`src/shared/brgc_pkg.sv`:
```
//==============================================================
// Behaviour
// - Request bit write starts reset, then initialisation
// - Request write also overwrites holdoff flag, gap
// - Sent or received config packet loads both, except in a cycle with a register write
// - Two unmodified resets force gap to 63
// - Own requested reset keeps the written gap
//==============================================================
package brgc_pkg;
  // Field widths
  localparam int GAP_W = 6;
  localparam int TMR_W = 16;
  localparam int CNT_W = 2;
  // Largest gap count, also its reset value
  localparam logic [GAP_W-1:0] GAP_MAX = 6'h3F;
  localparam logic [GAP_W-1:0] GAP_RST = 6'h3F;
  // Holdoff flag reset value
  localparam logic RHF_RST = 1'h0;
  // Unmodified resets before the gap is forced
  localparam logic [CNT_W-1:0] RST_LIMIT = 2'h2;
  localparam logic [CNT_W-1:0] CNT_ONE = 2'h1;
  localparam logic [CNT_W-1:0] CNT_ZERO = 2'h0;
  // Default phase lengths in clock cycles
  localparam logic [TMR_W-1:0] DEF_RESET_CYCLES = 16'h0010;
  localparam logic [TMR_W-1:0] DEF_INIT_CYCLES = 16'h0020;
  localparam logic [TMR_W-1:0] TMR_ZERO = 16'h0000;
  localparam logic [TMR_W-1:0] TMR_ONE = 16'h0001;
  // Bus reset sequencer states
  typedef enum logic [1:0] {
    ST_IDLE = 2'b00,
    ST_RESET = 2'b01,
    ST_INIT = 2'b10
  } brgc_state_t;
endpackage

```
`src/shared/brgc_if.sv`:
```
`timescale 1ns/1ps
//==============================================================
// Carrier between sequencer and gap tracker
//==============================================================
interface brgc_if;
  // Update strobe with the values to load
  logic upd;
  logic upd_rhf;
  logic [brgc_pkg::GAP_W-1:0] upd_gap;
  // Start of any bus reset
  logic brst_evt;
  // Held values
  logic rhf;
  logic [brgc_pkg::GAP_W-1:0] gap;
  // Sequencer side
  modport ctl (output upd, output upd_rhf, output upd_gap, output brst_evt, input rhf, input gap);
  // Tracker side
  modport trk (input upd, input upd_rhf, input upd_gap, input brst_evt, output rhf, output gap);
endinterface

```
`src/hdl/brgc_gap_track.sv`:
```
`timescale 1ns/1ps
//==============================================================
// Holdoff flag and gap count with reset-count recovery
//==============================================================
module brgc_gap_track (
  // Clock and reset
  input wire logic sys_clk,
  input wire logic rst,
  // Link to sequencer
  brgc_if.trk trk
);
  // Consecutive resets without update
  logic [brgc_pkg::CNT_W-1:0] cnt_r;
  logic [brgc_pkg::CNT_W-1:0] cnt_nxt;
  // Held flag and gap
  // six-bit gap, one-bit flag
  logic rhf_r;
  logic [brgc_pkg::GAP_W-1:0] gap_r;
  logic [brgc_pkg::GAP_W-1:0] gap_nxt;
  // Reset that reaches the limit
  wire force_max;
  wire cnt_full;

  //==============================================================
  // Next-value decode
  //==============================================================
  assign cnt_full = (cnt_r >= brgc_pkg::RST_LIMIT);
  assign force_max = trk.brst_evt && !trk.upd && (cnt_r >= brgc_pkg::RST_LIMIT - brgc_pkg::CNT_ONE);
  assign cnt_nxt = trk.upd ? (trk.brst_evt ? brgc_pkg::CNT_ONE : brgc_pkg::CNT_ZERO) :
                   (trk.brst_evt && !cnt_full) ? cnt_r + brgc_pkg::CNT_ONE : cnt_r;
  assign gap_nxt = trk.upd ? trk.upd_gap : (force_max ? brgc_pkg::GAP_MAX : gap_r);

  //==============================================================
  // State registers
  //==============================================================
  always_ff @(posedge sys_clk) begin
    if (rst) begin
      // Reset values
      cnt_r <= brgc_pkg::CNT_ZERO;
      rhf_r <= brgc_pkg::RHF_RST;
      gap_r <= brgc_pkg::GAP_RST;
    end else begin
      // Count, flag and gap
      cnt_r <= cnt_nxt;
      gap_r <= gap_nxt;
      if (trk.upd) begin
        rhf_r <= trk.upd_rhf;
      end
    end
  end

  // Outputs to sequencer
  assign trk.rhf = rhf_r;
  assign trk.gap = gap_r;

  //==============================================================
  // Checks
  //==============================================================
  property p_second_reset_forces;
    @(posedge sys_clk) disable iff (rst)
    (trk.brst_evt && !trk.upd) ##1 (trk.brst_evt && !trk.upd) |=> (gap_r == brgc_pkg::GAP_MAX);
  endproperty
  a_second_reset_forces: assert property (p_second_reset_forces)
    else $error("gap not forced after two resets");

  property p_single_reset_keeps;
    @(posedge sys_clk) disable iff (rst)
    (trk.upd && !trk.brst_evt) ##1 (!trk.upd && !trk.brst_evt) ##1
      (trk.brst_evt && !trk.upd) |=> $stable(gap_r);
  endproperty
  a_single_reset_keeps: assert property (p_single_reset_keeps)
    else $error("gap changed on first reset after update");
endmodule

```
`src/hdl/brgc_top.sv`:
```
`timescale 1ns/1ps
//==============================================================
// Bus reset request and gap count control
//==============================================================
module brgc_top #(
  // Length of the reset phase in cycles
  parameter logic [brgc_pkg::TMR_W-1:0] RESET_CYCLES = brgc_pkg::DEF_RESET_CYCLES,
  // Length of the initialisation phase in cycles
  parameter logic [brgc_pkg::TMR_W-1:0] INIT_CYCLES = brgc_pkg::DEF_INIT_CYCLES
) (
  // Clock and reset
  input wire logic sys_clk,
  input wire logic rst,
  // Register one write port
  input wire logic phy_wr_en,
  input wire logic wr_reset_request_bit,
  input wire logic wr_root_holdoff_flag,
  input wire logic [brgc_pkg::GAP_W-1:0] wr_gap_count,
  // Config packet received or sent
  input wire logic cfg_rx_en,
  input wire logic cfg_tx_en,
  input wire logic cfg_root_holdoff_flag,
  input wire logic [brgc_pkg::GAP_W-1:0] cfg_gap_count,
  // Bus reset seen on the cable
  input wire logic bus_reset_in,
  // Held register values
  output logic root_holdoff_flag,
  output logic [brgc_pkg::GAP_W-1:0] gap_count,
  // Reset sequence status
  output logic bus_reset_start,
  output logic bus_reset_active,
  output logic bus_init_active
);
  // Carrier to the tracker
  brgc_if bif ();

  // Sequencer state
  brgc_pkg::brgc_state_t state_r;
  brgc_pkg::brgc_state_t state_nxt;
  // Phase timer
  logic [brgc_pkg::TMR_W-1:0] tmr_r;
  logic [brgc_pkg::TMR_W-1:0] tmr_nxt;
  // Output flops
  logic start_r;
  logic rst_act_r;
  logic init_act_r;

  // Request from the register write
  wire req_go;
  // Any reason to begin a reset
  wire start_now;
  // Any config packet event
  wire cfg_go;
  // Timer at end of phase
  wire tmr_done;

  //==============================================================
  // Request and update decode
  //==============================================================
  // request bit decode
  assign req_go = phy_wr_en && wr_reset_request_bit;
  assign start_now = req_go || bus_reset_in;
  assign cfg_go = cfg_rx_en || cfg_tx_en;
  assign tmr_done = (tmr_r == brgc_pkg::TMR_ZERO);

  assign bif.upd = phy_wr_en || cfg_go;
  assign bif.upd_rhf = phy_wr_en ? wr_root_holdoff_flag : cfg_root_holdoff_flag;
  assign bif.upd_gap = phy_wr_en ? wr_gap_count : cfg_gap_count;
  // Every reset start is counted
  assign bif.brst_evt = start_now;

  //==============================================================
  // Gap tracker
  //==============================================================
  brgc_gap_track u_track (
    .sys_clk (sys_clk),
    .rst (rst),
    .trk (bif.trk)
  );

  //==============================================================
  // Reset sequencer next state
  //==============================================================
  always_comb begin
    // Hold by default
    state_nxt = state_r;
    tmr_nxt = tmr_r;
    case (state_r)
      brgc_pkg::ST_IDLE: begin
        if (start_now) begin
          state_nxt = brgc_pkg::ST_RESET;
          tmr_nxt = RESET_CYCLES - brgc_pkg::TMR_ONE;
        end
      end
      brgc_pkg::ST_RESET: begin
        // New request restarts the phase
        if (start_now) begin
          tmr_nxt = RESET_CYCLES - brgc_pkg::TMR_ONE;
        end else if (tmr_done) begin
          state_nxt = brgc_pkg::ST_INIT;
          tmr_nxt = INIT_CYCLES - brgc_pkg::TMR_ONE;
        end else begin
          tmr_nxt = tmr_r - brgc_pkg::TMR_ONE;
        end
      end
      brgc_pkg::ST_INIT: begin
        // Reset during init starts over
        if (start_now) begin
          state_nxt = brgc_pkg::ST_RESET;
          tmr_nxt = RESET_CYCLES - brgc_pkg::TMR_ONE;
        end else if (tmr_done) begin
          state_nxt = brgc_pkg::ST_IDLE;
        end else begin
          tmr_nxt = tmr_r - brgc_pkg::TMR_ONE;
        end
      end
      default: begin
        // Recover from illegal code
        state_nxt = brgc_pkg::ST_IDLE;
        tmr_nxt = brgc_pkg::TMR_ZERO;
      end
    endcase
  end

  //==============================================================
  // Sequencer registers
  //==============================================================
  always_ff @(posedge sys_clk) begin
    if (rst) begin
      state_r <= brgc_pkg::ST_IDLE;
      tmr_r <= brgc_pkg::TMR_ZERO;
    end else begin
      state_r <= state_nxt;
      tmr_r <= tmr_nxt;
    end
  end

  // Status flops, aligned with state
  always_ff @(posedge sys_clk) begin
    if (rst) begin
      start_r <= 1'h0;
      rst_act_r <= 1'h0;
      init_act_r <= 1'h0;
    end else begin
      start_r <= start_now;
      rst_act_r <= (state_nxt == brgc_pkg::ST_RESET);
      init_act_r <= (state_nxt == brgc_pkg::ST_INIT);
    end
  end

  //==============================================================
  // Outputs
  //==============================================================
  assign bus_reset_start = start_r;
  assign bus_reset_active = rst_act_r;
  assign bus_init_active = init_act_r;
  // Tracker flops pass straight out
  assign root_holdoff_flag = bif.rhf;
  assign gap_count = bif.gap;

  //==============================================================
  // Checks
  //==============================================================
  property p_req_starts_reset;
    @(posedge sys_clk) disable iff (rst)
    req_go |=> (bus_reset_start && bus_reset_active && !bus_init_active);
  endproperty
  a_req_starts_reset: assert property (p_req_starts_reset)
    else $error("request did not start bus reset");

  property p_reset_then_init;
    @(posedge sys_clk) disable iff (rst)
    $fell(bus_reset_active) && !$past(rst) |-> bus_init_active;
  endproperty
  a_reset_then_init: assert property (p_reset_then_init)
    else $error("reset phase not followed by init");

  property p_write_loads;
    @(posedge sys_clk) disable iff (rst)
    phy_wr_en |=> (gap_count == $past(wr_gap_count)) && (root_holdoff_flag == $past(wr_root_holdoff_flag));
  endproperty
  a_write_loads: assert property (p_write_loads)
    else $error("write did not load holdoff and gap");

  property p_cfg_loads;
    @(posedge sys_clk) disable iff (rst)
    (cfg_go && !phy_wr_en) |=> (gap_count == $past(cfg_gap_count)) &&
      (root_holdoff_flag == $past(cfg_root_holdoff_flag));
  endproperty
  a_cfg_loads: assert property (p_cfg_loads)
    else $error("config packet did not load holdoff and gap");

  property p_own_reset_keeps;
    @(posedge sys_clk) disable iff (rst)
    req_go ##1 (!phy_wr_en && !cfg_go && !bus_reset_in) [*3] |=> (gap_count == $past(gap_count, 3));
  endproperty
  a_own_reset_keeps: assert property (p_own_reset_keeps)
    else $error("own reset changed the written gap");
endmodule

```
`config.mk`:
```
export PLATFORM = sky130hd
export DESIGN_NAME = brgc_top
export DESIGN_NICKNAME = d
export VERILOG_FILES = /design/src/shared/brgc_pkg.sv /design/src/shared/brgc_if.sv /design/src/hdl/brgc_gap_track.sv /design/src/hdl/brgc_top.sv
export SDC_FILE = /design/constraint.sdc
export NUM_CORES = 1
export LEC_CHECK = 0
export ABC_CLOCK_PERIOD_IN_PS = 2100
export BUFFER_PORTS_ARGS = -buffer_cell sky130_fd_sc_hd__buf_2
export CAP_MARGIN = 10
export CORE_UTILIZATION = 30
export DETAILED_ROUTE_END_ITERATION = 16
export SLEW_MARGIN = 20
export SYNTH_ARGS = -nofsm -noshare
export SYNTH_HDL_FRONTEND = slang
export SYNTH_SLANG_ARGS = --single-unit
```
`constraint.sdc`:
```
create_clock -name sys_clk -period 2.1 [get_ports sys_clk]
set_clock_uncertainty 0.05 [all_clocks]
set_input_delay 0.42 -clock sys_clk [delete_from_list [all_inputs] [get_ports sys_clk]]
set_output_delay 0.42 -clock sys_clk [all_outputs]
set_load 0.05 [all_outputs]
```
---- Word level (Yosys, flattened, before mapping) ----
Cells that the tools add are included.
operators by class
  add/sub/neg operators ................... 2
  $lt $le $gt $ge ......................... 2
  equal/unequal tests ..................... 6
  muxes and demuxes ....................... 19
  reduce and logical (&&, ||, !) cells .... 14
operators by type and width
  kind                   count
  $mux 16                5
  $pmux 16 s3            1
  $mux 6                 3
  $logic_not 16->1       1
  $sub 16x1->16 const B  1
  $mux 2                 7
  $pmux 2 s3             1
  $eq 2x1->1 const B     2
  $eq 2x2->1 const B     2
  $logic_and 1x1->1      4
  $reduce_bool 2->1      2
  $logic_or 1x1->1       3
  $ne 3x2->1 const B     1
  $add 2x1->2 const B    1
  $ge 2x1->1 const B     1
  $ge 2x2->1 const B     1
  $logic_not 1->1        2
  $logic_not 2->1        1
  $mux 1                 2
  $ne 2x1->1 const B     1
  $reduce_and 2->1       1
storage, ports and cells
  bits in registers ....................... 30
  logic and storage cells ................. 51

---- Depth between registers and ports, before layout ----
  depth after elaboration ................. 7
  mapped depth ............................ 8

---- Cells and area by module ----
Synthesis repeated with hierarchy kept, for this count alone.
unflattened totals
  cells, all modules ...................... 179
  area total of the unflattened synthesis .. 1,547.7 µm²
modules (own cells, without submodules)
  module          times used  cells each  area an instance (µm²)  seq. area each (µm²)
  brgc_top        1           137         1,153.6                 420.4
  brgc_gap_track  1           42          394.1                   180.2

---- Least setup slack after synthesis ----
OpenSTA, ideal clock, no wires.
  kind .................................... flip-flop to flip-flop
  start point ............................. register tmr_r[4] in the netlist's numbering
  end point ............................... register tmr_r[13] in the netlist's numbering
  arrival time ............................ 1,993 ps
  setup slack ............................. -10 ps
  stages on the path, launching flop included .. 7
  period minus slack after synthesis ...... 2,110 ps
  cell sequence ........................... dfxtp_1 or4_4 buf_6 or4_4 a211o_1 a21o_1 a21oi_2
on the way
  longest elaborated chain between the ends .. 4
  elaborated cells on any way between the ends .. 9
ends and longest elaborated chain
  what                                                      line                                              source
  from (decl)                                               brgc_top.sv:41                                    logic [brgc_pkg::TMR_W-1:0] tmr_r;
  from (signal assigned)                                    brgc_top.sv:131                                   tmr_r <= brgc_pkg::TMR_ZERO;
  from (signal assigned)                                    brgc_top.sv:134                                   tmr_r <= tmr_nxt;
  $sub 16x1->16 / $logic_not 16->1 (equally long branches)  brgc_top.sv:103, brgc_top.sv:114, brgc_top.sv:64
  $mux 16, on equally long branches                         brgc_top.sv:111, brgc_top.sv:99
  $mux 16, on equally long branches                         brgc_top.sv:108, brgc_top.sv:97
  $pmux 16 s3                                               brgc_top.sv:88                                    case (state_r)
Several ways; a longest one is shown, not always the timed one. The select of a mux whose other input is x is not followed.
A chain may end at the register's enable or synchronous reset.

---- Final worst setup path ----
  start point ............................. register tmr_r[12] in the netlist's numbering
  end point ............................... register tmr_r[1] in the netlist's numbering
on the way
  longest elaborated chain between the ends .. 4
  elaborated cells on any way between the ends .. 6
ends and longest elaborated chain
  what                line            source
  $logic_not 16->1 *  brgc_top.sv:64  assign tmr_done = (tmr_r == brgc_pkg::TMR_ZERO);
  $mux 16             brgc_top.sv:99  end else if (tmr_done) begin
  $mux 16             brgc_top.sv:97  if (start_now) begin
  $pmux 16 s3         brgc_top.sv:88
Every way passes the cells marked *; elsewhere a longest branch is shown, timed or not.

==> summary.json <==
{
  "globalplace.congestion": {"value": 0.843},
  "num_antenna_cells": {"value": 0},
  "synth.net_count": {"value": 239},
  "worst_slew_pin_slew": {"value": 0.662, "unit": "ns"},
  "number_of_sinks_handled_by_clock_tree_synthesis": {"value": 30},
  "final.period_utilization": {"value": 1.03},
  "grt.overflow.total": {"value": 0},
  "synth.ff_latch_count": {"value": 30},
  "finish.cell_count_without_fillers": {"value": 354},
  "number_of_cts_inserted_buffers": {"value": 5},
  "nets": {"value": 305},
  "num_io_pins": {"value": 31},
  "synth_async_sr_flop_share": {"value": 0},
  "clk-insertion-delay-late": {"value": 0.28, "unit": "ns"},
  "cts_tree": {"value": "yes"},
  "multi_input_area": {"value": 1140, "unit": "µm²"},
  "netlist-cell-type-count": {"value": 51},
  "p_leak": {"value": 0.999, "unit": "nW"},
  "placeableCoreArea": {"value": 5640, "unit": "µm²"},
  "drt_first_pass_iters": {"value": 4},
  "vdd_drop_max": {"value": 412, "unit": "µV"},
  "synth_enable_flop_cells": {"value": 0},
  "hpwlAfterDp": {"value": 3.46, "unit": "mm"},
  "vias": {"value": 1813},
  "yosys_most_used_dff": {"value": "dfxtp_1"},
  "synth.avg_cell_area": {"value": 8.32, "unit": "µm²"},
  "area_contributors_post_synth": {"value": "dfxtp_1, mux2i_1, o211ai_1, a21oi_1, nand2_1"},
  "fill_cells": {"value": 548},
  "synth_seq_area_share": {"value": 0.336},
  "floorplan.die_area": {"value": 6270, "unit": "µm²"},
  "rsz0062_at_grt": {"value": "true"},
  "critical_path_required": {"value": 2.23, "unit": "ns"},
  "synth.top_cell.area_share": {"value": 0.336},
  "die_w": {"value": 79.2, "unit": "µm"},
  "finish.utilization": {"value": 0.435},
  "largest_net_degree_at_the_start_of_global_routing": {"value": 18},
  "clk_transition_reported_paths": {"value": 0.07, "unit": "ns"},
  "endpoint_kind_of_the_worst_setup_timing_path": {"value": "flip-flop"},
  "port_buffers": {"value": 30},
  "preCtsSetupSlack": {"value": -0.0718, "unit": "ns"},
  "cts_root_buf": {"value": "clkbuf_8"},
  "critical_path_class": {"value": "reg -> reg"},
  "cts.htree.levels": {"value": 2},
  "groute.usage.overall": {"value": 0.160},
  "layout-drive-gt1-share": {"value": 0.387},
  "final_antenna_net_count": {"value": 0},
  "hold_viol_final": {"value": 0},
  "die_y": {"value": 79.2, "unit": "µm"},
  "area.growth.synth_to_final": {"value": 37.2, "unit": "%"},
  "worst_path_arrival": {"value": 2.29, "unit": "ns"},
  "detailedRoute.firstIterationViolations": {"value": 134},
  "first_pass_grt_wire_length": {"value": 7.89, "unit": "mm"},
  "cts_buffer_depth": {"value": 2},
  "dpl.cell_count": {"value": 340},
  "vias_in_the_first_global_route": {"value": 1704},
  "routed_wire_length_per_instance": {"value": 13.7, "unit": "µm"},
  "violations_in_the_final_reports": {"value": "setup timing"},
  "setup_violations": {"value": 2},
  "floorplan.initialDensity": {"value": 0.317},
  "detail_route.vias_per_cell": {"value": 5.12},
  "synthDominantAreaCellType": {"value": "dfxtp_1"},
  "netlist_instances": {"value": 215},
  "status": {"value": "complete, but fails checks"},
  "layout.area.seq": {"value": 604, "unit": "µm²"},
  "post_synth_instance_area": {"value": 1790, "unit": "µm²"},
  "worst-path-max-fanout": {"value": 7},
  "cp-start-kind": {"value": "flip-flop"},
  "hold_path.class": {"value": "in -> reg"},
  "placement_rows": {"value": 27},
  "drv.max_cap_violation_count": {"value": 0},
  "timing.final.max_slew_violations": {"value": 0},
  "remaining_drc_errors": {"value": 0},
  "slew-limit-headroom": {"value": 0.557},
  "final_critical_path_setup_slack": {"value": -0.0587, "unit": "ns"},
  "maxClockFrequency": {"value": 0.463, "unit": "GHz"},
  "yosys_warnings": {"value": 0},
  "drt-total-wl": {"value": 4.86, "unit": "mm"},
  "grt_antenna_before_repair": {"value": 0},
  "power.density": {"value": 631, "unit": "nW/µm²"},
  "finalCriticalPeriod": {"value": 2.16, "unit": "ns"}
}
==> path summary, 6_finish.rpt <==
kind / startpoint / end / slack, ns / cells past startpoint
setup / recovery: tmr_r[12]$_SDFFE_PP0P_ / tmr_r[1]$_SDFFE_PP0P_ / -0.06 / 6
hold reg to reg: u_track.trk.gap[5]$_SDFFE_PP1P_ / u_track.trk.gap[5]$_SDFFE_PP1P_ / 0.43 / 2
setup reg to reg: tmr_r[12]$_SDFFE_PP0P_ / tmr_r[1]$_SDFFE_PP0P_ / -0.06 / 6
hold / removal: rst / u_track.cnt_r[0]$_SDFFE_PP0P_ / 0.41 / 2
==> worst max-delay path, stage by stage (launching register included) <==
cell	delay (ns)
dfxtp_1	0.33
or4_4	0.54
nor4_4	0.31
buf_6	0.18
a21oi_2	0.06
maj3_2	0.32
a311oi_2	0.27
==> per-stage QoR <==
| stage | cell area (µm²) | power (W) | setup TNS [ns] | hold WS (ns) |
|---|---|---|---|---|
| after CTS | 2320 | 0.00151 | 0 | 0.406 |
| final | 2450 | 0.00155 | -0.0659 | 0.415 |
| after detailed placement | 2220 | 0.00101 | -0.450 | 0.422 |
| after global routing | 2450 | 0.00163 | -0.171 | 0.425 |
| after global placement | 2220 | 0.00101 | -0.219 | 0.415 |
| after floorplan | 1790 | 0.000872 | 0 | 0.411 |
==> per-layer routing <==
layer,part of all wire,track usage,vias to the layer above
met5,0,0,-
met2,0.43,0.253,51
met1,0.50,0.211,815
li1,-,-,938
met3,0.050,0.0402,9
met4,0.019,0.0545,0
==> kinds of logic (layout without fill, tap and decap cells) <==
group           after synthesis  after routing  synth area share
mux                          13             13            0.0728
compound gates               72             72             0.272
flops                        30             30             0.336
fa+ha+maj                     4              4            0.0273
buf+inv                      27             93            0.0763
simple gates                 69             70             0.216
==> power breakdown <==
part / internal [W] / total [W] / switching [W]
Clock: 0.000263 / 0.000496 / 0.000233
Sequential: 0.000600 / 0.000627 / 0.0000269
Combinational: 0.000195 / 0.000426 / 0.000231
Total: 0.00106 / 0.00155 / 0.000491
==> timing repair <==
action,in CTS,in global routing
gates resized for setup,3,21
endpoints found under the hold margin,0,0
pin swaps,0,4
endpoints found under the setup margin,12,16
hold buffers,0,0
cloned,0,1
buffers inserted,0,5
==> synth_stat cells (2+ instances only) <==
| cell | n |
|---|---|
| a211oi_1 | 3 |
| nor3_1 | 8 |
| nor4_1 | 3 |
| or4_1 | 2 |
| clkbuf_1 | 9 |
| o211ai_1 | 11 |
| nor3b_1 | 2 |
| nand3_1 | 7 |
| a21o_1 | 2 |
| or3_1 | 2 |
| a21oi_1 | 16 |
| ha_1 | 3 |
| nor2b_1 | 4 |
| or4_4 | 2 |
| dfxtp_1 | 30 |
| inv_1 | 13 |
| o31ai_1 | 7 |
| nand2_1 | 20 |
| mux2i_1 | 13 |
| a31oi_1 | 6 |
| o21ai_0 | 11 |
| buf_6 | 2 |
| nor2_1 | 10 |
| a211o_1 | 2 |
==> placed cells by master (no fill, tap or decap), types with 2 or more instances in the layout <==
| master | instances |
|---|---|
| buf_4 | 40 |
| o211ai_1 | 11 |
| a31oi_1 | 6 |
| ha_1 | 2 |
| inv_1 | 11 |
| o21ai_0 | 10 |
| a21oi_1 | 14 |
| nor3b_1 | 2 |
| nand3_1 | 7 |
| mux2i_1 | 13 |
| nand2_1 | 20 |
| inv_2 | 2 |
| a211oi_2 | 2 |
| o21ai_1 | 2 |
| nor2b_1 | 4 |
| a211o_1 | 2 |
| dfxtp_2 | 3 |
| buf_6 | 2 |
| buf_2 | 30 |
| or4_2 | 2 |
| nor2_1 | 10 |
| nor3_1 | 7 |
| clkbuf_8 | 6 |
| or4_4 | 3 |
| a21o_1 | 2 |
| or3_1 | 2 |
| o31ai_1 | 7 |
| nor4_1 | 2 |
| dfxtp_1 | 27 |
| a21oi_2 | 3 |
==> sequential cells by signal (all words and copies together), names as in the netlist <==
| name | count |
|---|---|
| bus_init_active | 1 |
| bus_reset_active | 1 |
| bus_reset_start | 1 |
| state_r | 2 |
| tmr_r | 16 |
| u_track.cnt_r | 2 |
| u_track.trk.gap | 6 |
| u_track.trk.rhf | 1 |
==> cell type report <==
class	count	area share
Inverter	13	0.0199
Sequential cell	30	0.246
Tap cell	72	0.0367
Clock inverter	2	0.00510
Clock buffer	6	0.0337
Timing Repair Buffer	72	0.193
Multi-Input combinational cell	159	0.465
(Power assumes the default switching activity.)
